<file path="src/aqmc_regs.svh">
// Register offsets, field positions, reset values and timer constants
// Assumes word-aligned APB access with byte address equal to four times the index
`ifndef AQMC_REGS_SVH
`define AQMC_REGS_SVH

`define AQMC_IDX_Q1CTL      32'h00CA000C
`define AQMC_IDX_Q2CTL      32'h00CA000E
`define AQMC_IDX_AUX        32'h00CA0020

`define AQMC_BIT_DONE_EN    15
`define AQMC_BIT_PAUSE_EN   14
`define AQMC_BIT_ARM        13
`define AQMC_MODE_HI        12
`define AQMC_MODE_LO        8
`define AQMC_BIT_RESUME     7
`define AQMC_PTR_HI         6
`define AQMC_PTR_LO         0
`define AQMC_BIT_TEST       0
`define AQMC_BIT_ACT_LO     8
`define AQMC_BIT_GATE_LO    10

`define AQMC_Q1CTL_RST      16'h0000
`define AQMC_Q2CTL_RST      16'h007F
`define AQMC_PTR_NONE       7'h40

`define AQMC_TIMER_BASE_EXP 7
`define AQMC_TIMER_STEPS    10
`define AQMC_LOW_TIMER_FIRST 4'h4
`define AQMC_LOW_TIMER_LAST  4'hE
`define AQMC_LOW_SW          4'h1
`define AQMC_LOW_RISE        4'h2
`define AQMC_LOW_FALL        4'h3
`define AQMC_LOW_GATE        4'hF
`define AQMC_MODE_OFF        5'h00
`define AQMC_MODE_RSVD       5'h10

`endif

</file>
<file path="src/aqmc_pkg.sv">
// Types shared by the queue mode control block
// Assumes the register header supplies all numeric constants
package aqmc_pkg;

  typedef enum logic [1:0] {
    AQMC_IDLE = 2'b00,
    AQMC_RUN  = 2'b01,
    AQMC_END  = 2'b11
  } aqmc_state_e;

  typedef struct packed {
    aqmc_state_e state;
    logic        trigPrev;
    logic [31:0] ticks;
    logic        start;
    logic        clearArm;
    logic        active;
    logic        gateOpen;
  } aqmc_queue_s;

  typedef struct packed {
    logic       doneEn;
    logic       pauseEn;
    logic       arm;
    logic [4:0] mode;
  } aqmc_qctl_s;

  typedef struct packed {
    aqmc_qctl_s  q1;
    aqmc_qctl_s  q2;
    logic        resume;
    logic [6:0]  beginPtr;
    logic        testMode;
    logic        pready;
    logic        pslverr;
    logic [31:0] prdata;
    logic        q1DoneIrq;
    logic        q1PauseIrq;
    logic        q2DoneIrq;
    logic        q2PauseIrq;
    logic        q2NoEntries;
  } aqmc_top_s;

endpackage

</file>
<file path="src/aqmc_queue_if.sv">
// Link between the register side and one queue trigger engine
// Assumes both ends share clk and reset_n
`timescale 1ns/1ps
interface aqmc_queue_if;
  logic [4:0] mode;
  logic       arm;
  logic       extTrig;
  logic       tick;
  logic       scanDone;
  logic       start;
  logic       clearArm;
  logic       active;
  logic       gateOpen;

  modport ctrl (output mode, arm, extTrig, tick, scanDone,
                input  start, clearArm, active, gateOpen);
  modport seq  (input  mode, arm, extTrig, tick, scanDone,
                output start, clearArm, active, gateOpen);
endinterface

</file>
<file path="src/aqmc_top.sv">
// Queue mode control: APB registers for both queues plus two trigger engines
// Assumes synchronous pins, APB4 master, stopMode level from the system
//
// Contract
// (RQ1) Queue 1 pause request when pause enabled
// (RQ2) Arm and single-scan mode in one write
// (RQ3) Arm bits read zero outside test mode
// (RQ4) Hardware clears queue 1 arm after scan
// (RQ5) Single-scan trigger counts only while armed
// (RQ6) Mode 0 off, mode 1 software single
// (RQ7) Modes 2,3 rising/falling edge single scan
// (RQ8) Modes 4..14 interval timer single scan
// (RQ9) Queue 1 mode 15 gated, 16 reserved
// (RQ10) Modes 17,18,19 software/edge continuous scan
// (RQ11) Modes 20..30 periodic timer continuous scan
// (RQ12) Queue 1 mode 31 gated continuous scan
// (RQ13) Stop mode forces queue 2 reset value
// (RQ14) Readable always, writes ignored in stop
// (RQ15) Queue 2 completion request when enabled
// (RQ16) Queue 2 pause request when enabled
// (RQ17) Queue 2 arm with mode in one write
// (RQ18) Hardware clears queue 2 arm after scan
// (RQ19) Queue 2 mode 1 software single scan
// (RQ20) Mode field sits in bits 12:8
// (RQ21) Queue 1 completion request when enabled
// (RQ22) Begin pointer ends queue 1; 64+ empties
// (RQ23) Resume bit picks queue 2 restart point
// (RQ24) Timer counts converter clocks, power of two
//
// Local design decision: the APB register port.
`timescale 1ns/1ps
`include "aqmc_regs.svh"
module aqmc_top
  import aqmc_pkg::*;
#(
  parameter int TIMER_BASE_EXP = `AQMC_TIMER_BASE_EXP
) (
  input  wire logic        clk,
  input  wire logic        reset_n,
  input  wire logic        ce,
  input  wire logic        stopMode,
  input  wire logic        psel,
  input  wire logic        penable,
  input  wire logic        pwrite,
  input  wire logic [31:0] paddr,
  input  wire logic [31:0] pwdata,
  input  wire logic [3:0]  pstrb,
  output logic             pready,
  output logic             pslverr,
  output logic [31:0]      prdata,
  input  wire logic        converterTick,
  input  wire logic        extTrig1,
  input  wire logic        extTrig2,
  input  wire logic        q1ConvDone,
  input  wire logic        q1CcwPause,
  input  wire logic        q1CcwLast,
  input  wire logic        q2ConvDone,
  input  wire logic        q2CcwPause,
  input  wire logic        q2CcwLast,
  output logic             q1Start,
  output logic             q2Start,
  output logic             q1Active,
  output logic             q2Active,
  output logic             q1GateOpen,
  output logic [4:0]       q1ModeSel,
  output logic [4:0]       q2ModeSel,
  output logic [6:0]       q2BeginPtr,
  output logic             q2NoEntries,
  output logic             q2Resume,
  output logic             q1DoneIrq,
  output logic             q1PauseIrq,
  output logic             q2DoneIrq,
  output logic             q2PauseIrq
);

  localparam logic [31:0] ADDR_Q1CTL = `AQMC_IDX_Q1CTL << 2;
  localparam logic [31:0] ADDR_Q2CTL = `AQMC_IDX_Q2CTL << 2;
  localparam logic [31:0] ADDR_AUX   = `AQMC_IDX_AUX << 2;
  localparam logic [15:0] Q1_RST     = `AQMC_Q1CTL_RST;
  localparam logic [15:0] Q2_RST     = `AQMC_Q2CTL_RST;

  aqmc_top_s r;
  aqmc_top_s next_r;

  aqmc_queue_if q1If ();
  aqmc_queue_if q2If ();

  ////////////////////////////////////////////////////////////////////////////
  // Trigger engines; queue 2 has no gated modes
  assign q1If.mode     = r.q1.mode;
  assign q1If.arm      = r.q1.arm;
  assign q1If.extTrig  = extTrig1;
  assign q1If.tick     = converterTick;
  assign q1If.scanDone = q1ConvDone & q1CcwLast;
  assign q2If.mode     = r.q2.mode;
  assign q2If.arm      = r.q2.arm;
  assign q2If.extTrig  = extTrig2;
  assign q2If.tick     = converterTick;
  assign q2If.scanDone = q2ConvDone & q2CcwLast;

  aqmc_queue #(
    .GATED_OK       (1'b1),
    .TIMER_BASE_EXP (TIMER_BASE_EXP)
  ) u_q1 (
    .clk     (clk),
    .reset_n (reset_n),
    .ce      (ce),
    .q       (q1If.seq)
  );

  aqmc_queue #(
    .GATED_OK       (1'b0),
    .TIMER_BASE_EXP (TIMER_BASE_EXP)
  ) u_q2 (
    .clk     (clk),
    .reset_n (reset_n),
    .ce      (ce),
    .q       (q2If.seq)
  );

  ////////////////////////////////////////////////////////////////////////////
  // Field packing helpers
  function automatic logic [15:0] pack_q(input aqmc_qctl_s c, input logic showArm);
    logic [15:0] v;
    v = 16'h0000;
    v[`AQMC_BIT_DONE_EN]              = c.doneEn;
    v[`AQMC_BIT_PAUSE_EN]             = c.pauseEn;
    v[`AQMC_BIT_ARM]                  = c.arm & showArm;          // RQ3
    v[`AQMC_MODE_HI:`AQMC_MODE_LO]    = c.mode;                   // RQ20
    return v;
  endfunction

  function automatic aqmc_qctl_s unpack_q(input logic [15:0] v);
    aqmc_qctl_s c;
    c.doneEn  = v[`AQMC_BIT_DONE_EN];
    c.pauseEn = v[`AQMC_BIT_PAUSE_EN];
    c.arm     = v[`AQMC_BIT_ARM];
    c.mode    = v[`AQMC_MODE_HI:`AQMC_MODE_LO];                   // RQ20
    return c;
  endfunction

  ////////////////////////////////////////////////////////////////////////////
  always_comb begin
    logic        setup;
    logic        commit;
    logic        hitQ1;
    logic        hitQ2;
    logic        hitAux;
    logic [31:0] rd;
    logic [15:0] wq;
    setup  = psel & penable & ~r.pready;
    commit = psel & penable & r.pready & pwrite & ~r.pslverr;
    hitQ1  = (paddr == ADDR_Q1CTL);
    hitQ2  = (paddr == ADDR_Q2CTL);
    hitAux = (paddr == ADDR_AUX);
    rd     = 32'h0000_0000;
    wq     = 16'h0000;
    next_r = r;
    next_r.pready = setup;
    next_r.pslverr = setup & ~(hitQ1 | hitQ2 | hitAux);
    if (setup) begin
      // Registers answer at any time, stop mode included
      if (hitQ1) begin
        rd[15:0] = pack_q(r.q1, r.testMode);                       // RQ14
      end else if (hitQ2) begin
        rd[15:0] = pack_q(r.q2, r.testMode);
        rd[`AQMC_BIT_RESUME]            = r.resume;
        rd[`AQMC_PTR_HI:`AQMC_PTR_LO]   = r.beginPtr;
      end else if (hitAux) begin
        rd[`AQMC_BIT_TEST]              = r.testMode;
        rd[`AQMC_BIT_ACT_LO]            = q1If.active;
        rd[`AQMC_BIT_ACT_LO + 1]        = q2If.active;
        rd[`AQMC_BIT_GATE_LO]           = q1If.gateOpen;
      end
      next_r.prdata = rd;
    end

    // Hardware clear first, so a same-cycle software write of one wins
    if (q1If.clearArm) begin
      next_r.q1.arm = 1'b0;                                        // RQ4
    end
    if (q2If.clearArm) begin
      next_r.q2.arm = 1'b0;                                        // RQ18
    end

    if (commit && !stopMode) begin                                 // RQ14
      if (hitQ1) begin
        wq = pack_q(r.q1, 1'b1);
        if (pstrb[1]) begin
          wq[15:8] = pwdata[15:8];
        end
        next_r.q1 = unpack_q(wq);                                  // RQ2
        if (!pstrb[1]) begin
          next_r.q1.arm = q1If.clearArm ? 1'b0 : r.q1.arm;
        end
      end else if (hitQ2) begin
        wq = pack_q(r.q2, 1'b1);
        wq[`AQMC_BIT_RESUME]          = r.resume;
        wq[`AQMC_PTR_HI:`AQMC_PTR_LO] = r.beginPtr;
        if (pstrb[1]) begin
          wq[15:8] = pwdata[15:8];
        end
        if (pstrb[0]) begin
          wq[7:0] = pwdata[7:0];
        end
        next_r.q2       = unpack_q(wq);                            // RQ17
        next_r.resume   = wq[`AQMC_BIT_RESUME];                    // RQ23
        next_r.beginPtr = wq[`AQMC_PTR_HI:`AQMC_PTR_LO];
        if (!pstrb[1]) begin
          next_r.q2.arm = q2If.clearArm ? 1'b0 : r.q2.arm;
        end
      end else if (hitAux && pstrb[0]) begin
        next_r.testMode = pwdata[`AQMC_BIT_TEST];
      end
    end

    // Stop mode holds both queue registers at reset
    if (stopMode) begin
      next_r.q1       = unpack_q(Q1_RST);
      next_r.q2       = unpack_q(Q2_RST);                          // RQ13
      next_r.resume   = Q2_RST[`AQMC_BIT_RESUME];
      next_r.beginPtr = Q2_RST[`AQMC_PTR_HI:`AQMC_PTR_LO];
    end

    // Requests are one-cycle pulses to the interrupt controller
    next_r.q1DoneIrq   = r.q1.doneEn & q1ConvDone & q1CcwLast;      // RQ21
    next_r.q1PauseIrq  = r.q1.pauseEn & q1ConvDone & q1CcwPause;    // RQ1
    next_r.q2DoneIrq   = r.q2.doneEn & q2ConvDone & q2CcwLast;      // RQ15
    next_r.q2PauseIrq  = r.q2.pauseEn & q2ConvDone & q2CcwPause;    // RQ16
    next_r.q2NoEntries = (next_r.beginPtr >= `AQMC_PTR_NONE);      // RQ22
  end

  ////////////////////////////////////////////////////////////////////////////
  always_ff @(posedge clk or negedge reset_n) begin
    if (!reset_n) begin
      r             <= '0;
      r.q2          <= unpack_q(Q2_RST);
      r.resume      <= Q2_RST[`AQMC_BIT_RESUME];
      r.beginPtr    <= Q2_RST[`AQMC_PTR_HI:`AQMC_PTR_LO];
      r.q2NoEntries <= 1'b1;
    end else if (ce) begin
      r <= next_r;
    end
  end

  ////////////////////////////////////////////////////////////////////////////
  assign pready      = r.pready;
  assign pslverr     = r.pslverr;
  assign prdata      = r.prdata;
  assign q1Start     = q1If.start;
  assign q2Start     = q2If.start;
  assign q1Active    = q1If.active;
  assign q2Active    = q2If.active;
  assign q1GateOpen  = q1If.gateOpen;
  assign q1ModeSel   = r.q1.mode;
  assign q2ModeSel   = r.q2.mode;
  assign q2BeginPtr  = r.beginPtr;                                 // RQ22
  assign q2NoEntries = r.q2NoEntries;
  assign q2Resume    = r.resume;                                   // RQ23
  assign q1DoneIrq   = r.q1DoneIrq;
  assign q1PauseIrq  = r.q1PauseIrq;
  assign q2DoneIrq   = r.q2DoneIrq;
  assign q2PauseIrq  = r.q2PauseIrq;

endmodule

</file>
<file path="src/aqmc_queue.sv">
// Trigger engine of one queue: mode decode, edge, timer and gate triggers
// Assumes tick is a one-cycle converter clock pulse in the clk domain
`timescale 1ns/1ps
`include "aqmc_regs.svh"
module aqmc_queue
  import aqmc_pkg::*;
#(
  parameter bit GATED_OK       = 1'b1,
  parameter int TIMER_BASE_EXP = `AQMC_TIMER_BASE_EXP
) (
  input wire logic clk,
  input wire logic reset_n,
  input wire logic ce,
  aqmc_queue_if.seq q
);

  if (TIMER_BASE_EXP < 1 || TIMER_BASE_EXP + `AQMC_TIMER_STEPS > 30) begin : g_chk
    $error("aqmc_queue: timer exponent out of range");
  end

  aqmc_queue_s r;
  aqmc_queue_s next_r;

  ////////////////////////////////////////////////////////////////////////////
  always_comb begin
    logic [3:0]  low;
    logic        single;
    logic        valid;
    logic        isTimer;
    logic [31:0] period;
    logic        timerEvt;
    logic        evt;
    low      = q.mode[3:0];
    single   = ~q.mode[4];
    valid    = (q.mode != `AQMC_MODE_OFF) && (q.mode != `AQMC_MODE_RSVD) &&
               !(low == `AQMC_LOW_GATE && !GATED_OK);                  // RQ6 RQ9
    isTimer  = (low >= `AQMC_LOW_TIMER_FIRST) && (low <= `AQMC_LOW_TIMER_LAST);
    period   = 32'h1 << (TIMER_BASE_EXP + int'(low - `AQMC_LOW_TIMER_FIRST)); // RQ8 RQ11
    timerEvt = 1'b0;
    evt      = 1'b0;
    next_r   = r;
    next_r.start    = 1'b0;
    next_r.clearArm = 1'b0;
    next_r.trigPrev = q.extTrig;
    if (!(valid && isTimer)) begin
      next_r.ticks = 32'h0;
    end else if (q.tick) begin
      if (r.ticks == period - 32'h1) begin
        timerEvt     = 1'b1;                                           // RQ24
        next_r.ticks = 32'h0;
      end else begin
        next_r.ticks = r.ticks + 32'h1;
      end
    end
    unique case (low)
      `AQMC_LOW_SW:   evt = single ? q.arm : 1'b1;                     // RQ6 RQ10 RQ19
      `AQMC_LOW_RISE: evt = q.extTrig & ~r.trigPrev;                   // RQ7 RQ10
      `AQMC_LOW_FALL: evt = ~q.extTrig & r.trigPrev;                   // RQ7 RQ10
      `AQMC_LOW_GATE: evt = q.extTrig;                                 // RQ9 RQ12
      default:        evt = isTimer & timerEvt;
    endcase
    // Single-scan triggers only count while armed
    evt = valid & evt & (~single | q.arm);                             // RQ5
    unique case (r.state)
      AQMC_IDLE: begin
        if (evt) begin
          next_r.start = 1'b1;
          next_r.state = AQMC_RUN;
        end
      end
      AQMC_RUN: begin
        if (!valid || (low == `AQMC_LOW_GATE && !q.extTrig)) begin
          next_r.state = AQMC_IDLE;
        end else if (q.scanDone) begin
          next_r.clearArm = single;                                    // RQ4 RQ18
          next_r.state    = single ? AQMC_END : AQMC_IDLE;
        end
      end
      // One spare cycle lets the arm clear land before a new trigger is judged
      AQMC_END: next_r.state = AQMC_IDLE;
      default:  next_r.state = AQMC_IDLE;
    endcase
    next_r.active   = (next_r.state == AQMC_RUN);
    next_r.gateOpen = valid && (low == `AQMC_LOW_GATE) && q.extTrig;
  end

  ////////////////////////////////////////////////////////////////////////////
  always_ff @(posedge clk or negedge reset_n) begin
    if (!reset_n) begin
      r <= '0;
    end else if (ce) begin
      r <= next_r;
    end
  end

  assign q.start    = r.start;
  assign q.clearArm = r.clearArm;
  assign q.active   = r.active;
  assign q.gateOpen = r.gateOpen;

endmodule

</file>
<file path="config.mk">
export PLATFORM = sky130hd
export DESIGN_NAME = aqmc_top
export DESIGN_NICKNAME = d
export VERILOG_FILES = /design/src/aqmc_pkg.sv /design/src/aqmc_queue_if.sv /design/src/aqmc_top.sv /design/src/aqmc_queue.sv
export VERILOG_INCLUDE_DIRS = /design/src /design/src/src
export SDC_FILE = /design/constraint.sdc
export NUM_CORES = 1
export LEC_CHECK = 0
export BUFFER_PORTS_ARGS = -buffer_cell sky130_fd_sc_hd__buf_2
export CORE_MARGIN = 8
export CORE_UTILIZATION = 50
export CTS_CLUSTER_DIAMETER = 60
export DETAILED_ROUTE_END_ITERATION = 8
export PLACE_DENSITY = 0.72
export SLEW_MARGIN = 20
export SYNTH_ARGS = -nofsm -noshare
export SYNTH_HDL_FRONTEND = slang
export SYNTH_HIERARCHICAL = 1
export SYNTH_SLANG_ARGS = --single-unit
</file>
<file path="constraint.sdc">
create_clock -name clk -period 15.3 [get_ports clk]
set_input_delay 3.06 -clock clk [delete_from_list [all_inputs] [get_ports clk]]
set_output_delay 3.06 -clock clk [all_outputs]
set_load 0.005 [all_outputs]
</file>
==> results of run 1 <==
power by group:
part | switching, W | internal [W]
clock network | 0.000186 | 0.000233
logic | 0.000346 | 0.000193
registers | 0.0000298 | 0.000344
cells in the final DEF, fill, tap and decap left out, drive strengths merged, types with 8 or more instances in the layout:
master and n:
inv 71, nand3 110, nor3 41, a211oi 9, dfrtp 117, mux2i 21
or2 13, o221ai 17, clkbuf 17, nand4 23, nor2 83, xnor2 46
and2 8, conb 16, o31ai 16, buf 122, o211ai 14, nor4 23
a221oi 9, nand2 161, o2111ai 10, nor2b 11, o311ai 16, nor3b 11
nand2b 24, a21oi 33, a31oi 17, o21ai 90, o22ai 12, and3 22
xor2 33, or3 23, ha 26, a22oi 9
critical path: stages, from the launching register on:
cell       delay, ns
dfrtp_1         0.84
inv_1           0.19
ha_1            0.66
inv_2           0.12
xnor2_2         0.61
nor2_1          0.17
nand2_1         0.12
ha_1            0.27
nand2_1         0.07
mux2_2          0.29
a211oi_2        0.57
o2111ai_1       0.30
o32ai_1         0.53
nand4_1         0.23
nor4_4          0.42
a21boi_2        0.16
nand2_2         0.46
o311ai_1        0.17
state kept, by name (all words and copies together) (netlist names), 5 cells and up:
name        flops
r               5
prdata         16
u_q2/r         35
u_q1/r         35
q2ModeSel       5
q1ModeSel       5
q2BeginPtr      7
cell type report:
class	instances	area, sq um
tap	280	350
multi-input combinational	1077	7080
fill	2079	9820
timing repair buffer	122	644
sequential	124	3110
inverter	61	229
clock buffer	17	425
clock inverter	15	170
stage by stage:
stage | total power [W] | cells | hold slack [ns] | setup slack (ns) | instance area, sq um
4_1_cts | 0.00133 | 1696 | 0.485 | 9.13 | 12000
3_5_place_dp | 0.000902 | 1664 | 0.469 | 9.17 | 11400
5_1_grt | 0.00140 | 1696 | 0.506 | 8.62 | 12000
2_1_floorplan | 0.000782 | 1404 | 0.450 | 10.49 | 11200
3_3_place_gp | 0.000895 | 1664 | 0.459 | 9.21 | 11400
6_report | 0.00133 | 1696 | 0.485 | 8.94 | 12000
routing by layer:
layer	up-vias	part of all wire (%)	track usage [%]
li1	5053	-	-
met1	5153	43	31.2
met2	419	48	38.5
met3	55	6.5	3.79
met4	0	2.2	8.03
met5	-	0	0
worst paths after layout:
check | depth (start not counted) | slack [ns] | start | endpoint
max | 17 | 8.94 | q2ModeSel[2] | u_q2/r[19]
min | 2 | 0.48 | prdata[12] | prdata[12]
max reg2reg | 17 | 8.94 | q2ModeSel[2] | u_q2/r[19]
min reg2reg | 2 | 0.48 | prdata[12] | prdata[12]
max in group asynchronous | 2 | 11.42 | reset_n | u_q1/q.active
min in group asynchronous | 1 | 2.60 | reset_n | u_q2/r[28]
==> impl_metrics.toml, run 1 <==
[drt]
antenna_left = 0
firstDrtPassIters = 6
viasPerCell = 6.30
finalWirelength_um = 32100
drt_iter0_markers = 1025
drc = 0
wire_per_inst_um = 19.0
vias = 10700

[clock_tree]
cts_tree = "yes"
clock_sink_count = 124
clockBufferDepth = 2
cts_buffers = 17
clock_latency_ns = 0.44
root_buffer = "clkbuf_16"
cts_max_level = 4
ctsResizeCount = 0
cts_setup_buffers = 0
postCtsHoldBufs = 0
path_clk_slew_ns = 0.07

[timing]
rsz0062_at_grt = "no"
clock_skew_ns = 0.0194
worstMarginPinSlew_ns = 1.04
setup_viol_count_final = 0
max_freq_mhz = 157
finalHoldViolations = 0
finalMaxSlewViolations = 0
period_minus_slack_ns = 6.36
fin_setup_tns_ns = 0
slew_headroom_pct = 30.2
fin_crit_sh_pct = 41.6

[synth]
yosys_warnings = 6
syn_avg_cell_area_sq_um = 8.01
synth_area_sq_um = 11100
syn_inst = 1389

[grt]
grt_max_degree = 71
grt_antenna_before_repair = 0
grt_pass1_wl_um = 52700
track_usage_pct = 23.6
gr-total-overflow = 0
grt_pass1_vias = 10100

[power_and_ir_drop]
ir_worst_vdd_v = 0.0000700
p_per_area_nw_per_um2 = 111
power_leakage_nw = 4.66

[floorplan]
core_sq_um = 21800
core.rowCount = 54
pin_count = 146
die_y_um = 165
die_area_sq_um = 27300
die_w_um = 165
initial_core_util_pct = 51.0

[critical_path]
required_ns = 15.58
path_max_fanout = 23
critPathLaunchType = "flip-flop"
end_kind = "flip-flop"
crit_arrival_ns = 6.64
crit_type = "reg -> reg"

[outcome]
status = "complete, no violations"

[cells_and_area]
syn2layout_area_growth_pct = 7.95
antennaDiodeCount = 0
nNetsFinal = 1513
drive_gt1_share_pct = 16.4
utilization_pct = 55.0

[placement]
portBuffers = 111
dp_hpwl_um = 22900
gp_congestion = 0.954

[min_path]
hold_path.class = "reg -> reg"

[run]
maxCapViolations = 0
Power figures use the tool's default switching activity.
==> run 2, diff against run 1 <==
--- a/config.mk
+++ b/config.mk
@@ -6,12 +6,13 @@
 export SDC_FILE = /design/constraint.sdc
 export NUM_CORES = 1
 export LEC_CHECK = 0
+export ABC_AREA = 1
 export BUFFER_PORTS_ARGS = -buffer_cell sky130_fd_sc_hd__buf_2
 export CORE_MARGIN = 8
 export CORE_UTILIZATION = 50
 export CTS_CLUSTER_DIAMETER = 60
 export DETAILED_ROUTE_END_ITERATION = 8
-export PLACE_DENSITY = 0.72
+export PLACE_DENSITY = 0.74
 export SLEW_MARGIN = 20
 export SYNTH_ARGS = -nofsm -noshare
 export SYNTH_HDL_FRONTEND = slang
==> constraint.sdc (replaced) <==
create_clock -name clk -period 5.4 [get_ports clk]
set_input_delay 1.08 -clock clk [delete_from_list [all_inputs] [get_ports clk]]
set_output_delay 1.08 -clock clk [all_outputs]
set_load 0.005 [all_outputs]
==> run 2 against run 1 <==
  * Sequential cell count unchanged
  * Clock skew down 0.0040 ns
  * Routed wire length shrank 4.7%
  * Clock power rose to 2.8 times the previous value
  * Sequential share of layout area is 0.25 points lower
  * Critical path type unchanged
  * First-iteration DRC count decreased by 20%
  * Highest routed layer unchanged
  * Final cell count up 15%
  * Register-to-register slack got worse by 7.9 ns
  * Non-clock buffer count shrank 9
  * Synthesized cell count increased by 14%
  * Fmax grew 45%
==> impl_metrics.toml, run 2 <==
[critical_path]
rrSetupSlack_ns = 1.02
rr_endpoint = "u_q1/r[8]"
crit_end = "u_q1/r[8]"
end_kind = "flip-flop"
path_max_fanout = 31
rr_worst_depth = 16
crit_arrival_ns = 4.65
critPathLaunchType = "flip-flop"
crit_type = "reg -> reg"
required_ns = 5.67
startpoint = "q1ModeSel[2]"
timing.rr.start = "q1ModeSel[2]"

[cells_and_area]
antennaDiodeCount = 0
final_cell_mix = "430 x nand2_1, 198 x inv_1, 153 x nand3_1, 143 x nor2_1, 117 x dfrtp_1"
utilization_pct = 55.4
syn2layout_area_growth_pct = 8.37
drive_gt1_share_pct = 19.9
nNetsFinal = 1762
design_area_sq_um = 12100
final_common_cell = "nand2_1"

[synth]
synth_area_sq_um = 11200
syn_inst = 1581
yosys_warnings = 6
syn_avg_cell_area_sq_um = 7.08

[grt]
met2_usage_pct = 36.7
grt_pass1_wl_um = 50300
grt_pass1_vias = 10200
grt_max_degree = 84
grt_antenna_before_repair = 0
gr-total-overflow = 0
met3_usage_pct = 4.71
track_usage_pct = 22.7
grt-busiest-layer = "met2"
grt_use_met1_pct = 29.5

[power_and_ir_drop]
p_per_area_nw_per_um2 = 184
power_leakage_nw = 5.91
ir_worst_vdd_v = 0.000181

[placement]
placed_area_sq_um = 11500
gp_congestion = 0.939
dp_hpwl_um = 23600
portBuffers = 111

[clock_tree]
ctsResizeCount = 0
cts_tree = "yes"
root_buffer = "clkbuf_16"
clockBufferDepth = 2
path_clk_slew_ns = 0.07
postCtsHoldBufs = 0
cts_setup_buffers = 0
clock_latency_ns = 0.43
cts_max_level = 4
cts_buffers = 17
clock_sink_count = 124

[drt]
viasPerCell = 5.42
finalWirelength_um = 30600
antenna_left = 0
wire_per_inst_um = 15.8
vias = 10500
firstDrtPassIters = 7
drt_iter0_markers = 817
drc = 0

[timing]
finalHoldViolations = 0
fin_crit_sh_pct = 81.0
clock_skew_ns = 0.0154
slew_headroom_pct = 45.6
max_freq_mhz = 229
fin_setup_tns_ns = 0
period_minus_slack_ns = 4.38
worstMarginPinSlew_ns = 0.816
setup_viol_count_final = 0
finalMaxSlewViolations = 0
rsz0062_at_grt = "no"

[floorplan]
core.rowCount = 54
pin_count = 146
die_area_sq_um = 27400
die_y_um = 166
core_sq_um = 21900
die_w_um = 166
initial_core_util_pct = 51.1

[min_path]
hold_path.class = "reg -> reg"
hold_depth = 2

[outcome]
status = "complete, no violations"

[run]
maxCapViolations = 0
==> run 2: layout make-up <==
class / count / area, sq um
repair buffers: 113 / 577
flip-flops and latches: 124 / 3110
well taps: 280 / 350
clock inverters: 15 / 166
clock buffers: 17 / 425
fillers: 2104 / 9770
inverters: 216 / 813
multi-input cells: 1180 / 6680
==> run 2: worst min-delay path by stage <==
stage / from / end / slack (ns)
after floorplan: u_q2/q.clearArm / u_q2/q.clearArm / 0.45
after global placement: prdata[7] / prdata[7] / 0.46
after detailed placement: prdata[7] / prdata[7] / 0.46
after CTS: prdata[7] / prdata[7] / 0.49
after global routing: q1PauseIrq / q1PauseIrq / 0.51
final: q1PauseIrq / q1PauseIrq / 0.48
==> run 2: routing by layer <==
metal  wire (um)  share of wire [%]
met2       14000                 46
met5           0                  0
met1       13700                 45
met3        2160                7.0
met4         789                2.6
==> run 2: critical path, stage by stage (launching register included) <==
cell,delay (ns)
dfrtp_1,0.61
inv_2,0.12
ha_1,0.26
nor3_4,0.46
inv_4,0.20
nand3_1,0.20
ha_1,0.20
inv_1,0.09
nor2_4,0.20
nand2_2,0.13
nor2_2,0.21
nand3_1,0.12
xor2_1,0.19
xor2_1,0.45
nand3_2,0.18
nand2_4,0.43
o22ai_2,0.15
==> run 2: power breakdown <==
group	switching, W	internal (W)
clock	0.000513	0.000661
sequential	0.00000533	0.000935
combinational	0.0000817	0.0000313
==> run 2: stage by stage <==
step	hold slack (ns)	total power, W	instances	worst slack [ns]
5_1_grt	0.513	0.00229	1945	0.750
3_5_place_dp	0.461	0.00107	1913	1.15
4_1_cts	0.489	0.00224	1945	1.14
6_report	0.484	0.00223	1945	1.02
2_1_floorplan	0.449	0.00101	1596	2.24
3_3_place_gp	0.463	0.00107	1913	1.24
==> run 3, diff against run 2 <==
--- a/config.mk
+++ b/config.mk
@@ -6,13 +6,13 @@
 export SDC_FILE = /design/constraint.sdc
 export NUM_CORES = 1
 export LEC_CHECK = 0
-export ABC_AREA = 1
+export ABC_AREA = 0
 export BUFFER_PORTS_ARGS = -buffer_cell sky130_fd_sc_hd__buf_2
 export CORE_MARGIN = 8
 export CORE_UTILIZATION = 50
 export CTS_CLUSTER_DIAMETER = 60
 export DETAILED_ROUTE_END_ITERATION = 8
-export PLACE_DENSITY = 0.74
+export PLACE_DENSITY = 0.72
 export SLEW_MARGIN = 20
 export SYNTH_ARGS = -nofsm -noshare
 export SYNTH_HDL_FRONTEND = slang
==> constraint.sdc (replaced) <==
create_clock -name clk -period 4.2 [get_ports clk]
set_input_delay 0.84 -clock clk [delete_from_list [all_inputs] [get_ports clk]]
set_output_delay 0.84 -clock clk [all_outputs]
set_load 0.005 [all_outputs]
==> run 3 against run 2 <==
  * Sequential share of layout area down 1.2 points
  * Combinational power rose to 21 times the previous value
  * Via count increased by 4.1%
  * Clock-buffer cell count stayed put
  * Utilization up 2.9 points
  * Final cell count decreased by 9.6%
  * Sequential power increased by 40%
  * Clock power up 31%
  * Power increased by 130%
  * Worst setup slack got worse by 0.84 ns
  * Clock skew rose by 0.0027 ns
==> impl_metrics.toml, run 3 (synthesized netlist as in run 1, its figures left out) <==
[outcome]
status = "complete, no violations"

[cells_and_area]
antennaDiodeCount = 0
drive_gt1_share_pct = 21.7
syn2layout_area_growth_pct = 14.4
fin_cells = 1759
final_common_cell = "nand2_1"
nNetsFinal = 1576
utilization_pct = 58.3
final_cell_mix = "159 x nand2_1, 113 x dfrtp_1, 110 x buf_2, 108 x nand3_1, 82 x nor2_1"
fill_cells = 1950

[power_and_ir_drop]
combPwrFrac_pct = 45.1
power_leakage_nw = 5.04
p_seq_share_pct = 25.5
ir_worst_vdd_v = 0.000267
p_per_area_nw_per_um2 = 408
power.share.switching_pct = 41.7
switching_power_w = 0.00217
p_int_w = 0.00303
clkPwrFrac_pct = 29.5

[drt]
viasPerCell = 6.24
firstDrtPassIters = 5
drc = 0
drt_iter0_markers = 818
antenna_left = 0
vias = 11000
finalWirelength_um = 34000
wire_per_inst_um = 19.3

[placement]
portBuffers = 111
placedCellCount = 1717
dp_hpwl_um = 24800
gp_congestion = 0.971

[critical_path]
path_max_fanout = 9
timing.rr.start = "q2ModeSel[0]"
critPathLaunchType = "flip-flop"
end_kind = "flip-flop"
crit_type = "reg -> reg"
crit_arrival_ns = 4.32
rr_worst_depth = 17
crit_end = "u_q2/r[13]"
required_ns = 4.50
startpoint = "q2ModeSel[0]"
rrSetupSlack_ns = 0.18
rr_endpoint = "u_q2/r[13]"

[floorplan]
die_w_um = 165
die_area_sq_um = 27300
pin_count = 146
initial_core_util_pct = 51.0
core.rowCount = 54
die_y_um = 165
core_sq_um = 21800

[clock_tree]
cts_tree = "yes"
root_buffer = "clkbuf_16"
postCtsHoldBufs = 0
clock_sink_count = 124
cts_max_level = 4
cts_buffers = 17
clockBufferDepth = 2
clock_latency_ns = 0.43
path_clk_slew_ns = 0.07

[grt]
grt_antenna_before_repair = 0
gr-total-overflow = 0
grt_pass1_vias = 10400
grt_max_degree = 88
track_usage_pct = 24.5
grt_pass1_wl_um = 54200

[timing]
worstMarginPinSlew_ns = 0.938
setup_viol_count_final = 0
finalHoldViolations = 0
finalMaxSlewViolations = 0
period_minus_slack_ns = 4.02
fin_crit_sh_pct = 95.6
slew_headroom_pct = 35.9
max_freq_mhz = 249
clock_skew_ns = 0.0182

[min_path]
hold_path.class = "in -> async"

[run]
maxCapViolations = 0
[run 3: changes by cell type in the layout (fill, tap and decap cells not counted), sizes merged, moves of 45 or more]
cell,change
buf,+69
inv,-157
nand2,-297
nand3,-56
nor2,-101
o22ai,-45
xor2,-45
[run 3: stage by stage]
stage / setup WS (ns) / total power (W) / hold WS (ns) / cell area (sq um) / TNS, ns
6_report: 0.184 / 0.00519 / 0.460 / 12700 / 0
5_1_grt: -0.0107 / 0.00544 / 0.502 / 12700 / -0.0291
4_1_cts: 0.0145 / 0.00508 / 0.485 / 12500 / 0
3_5_place_dp: 0.0303 / 0.00353 / 0.466 / 11900 / 0
3_3_place_gp: 0.145 / 0.00352 / 0.460 / 11900 / 0
2_1_floorplan: 0.00167 / 0.00293 / 0.450 / 11300 / 0
[run 3: routing by layer]
layer	up-vias	GRT usage (%)	part of all wire [%]
li1	5208	-	-
met1	5280	32.1	43
met2	426	40.4	49
met3	61	3.97	6.4
met4	0	7.99	2.0
met5	-	0	0
[run 3: critical path: stages (launching register included)]
cell and delay, ns:
dfrtp_2 0.44, buf_4 0.18, nor3b_4 0.28, xnor2_4 0.15
nor2_1 0.10, nand2_1 0.08, ha_2 0.21, nand2b_1 0.06
mux2_2 0.30, a211oi_4 0.37, o2111ai_2 0.22, o32ai_2 0.33
nand4_1 0.20, nor4_4 0.24, buf_4 0.20, a21oi_2 0.16
a21o_1 0.20, a22o_1 0.17
[run 3: power groups by stage]
stage / sequential, W / clock, W / combinational (W)
after floorplan: 0.00134 / 0 / 0.00159
after global placement: 0.00134 / 0 / 0.00218
after detailed placement: 0.00134 / 0 / 0.00219
after CTS: 0.00132 / 0.00156 / 0.00220
after global routing: 0.00133 / 0.00160 / 0.00251
final: 0.00132 / 0.00153 / 0.00234
[run 3: area by class of cell]
cell class / instances / area (sq um) / share of cell area (%)
repair buffers: 184 / 1160 / 9.13
inverters: 61 / 233 / 1.83
flip-flops and latches: 124 / 3120 / 24.5
well taps: 280 / 350 / 2.75
clock buffers: 17 / 425 / 3.34
multi-input cells: 1078 / 7270 / 57.1
clock inverters: 15 / 166 / 1.31
[run 3: how the worst min path moves through the flow]
stage	start	end	slack (ns)	depth (start not counted)
after floorplan	prdata[7]	prdata[7]	0.45	2
after global placement	prdata[7]	prdata[7]	0.46	2
after detailed placement	prdata[3]	prdata[3]	0.47	2
after CTS	prdata[3]	prdata[3]	0.48	2
after global routing	prdata[1]	prdata[1]	0.50	2
final	reset_n	u_q1/r[18]	0.46	1
[run 3: what timing repair did]
item	4_1_cts	5_1_grt
hold endpoints to repair	0	0
endpoints found under the setup margin	0	66
buffers inserted	0	7
gates resized for setup	0	25
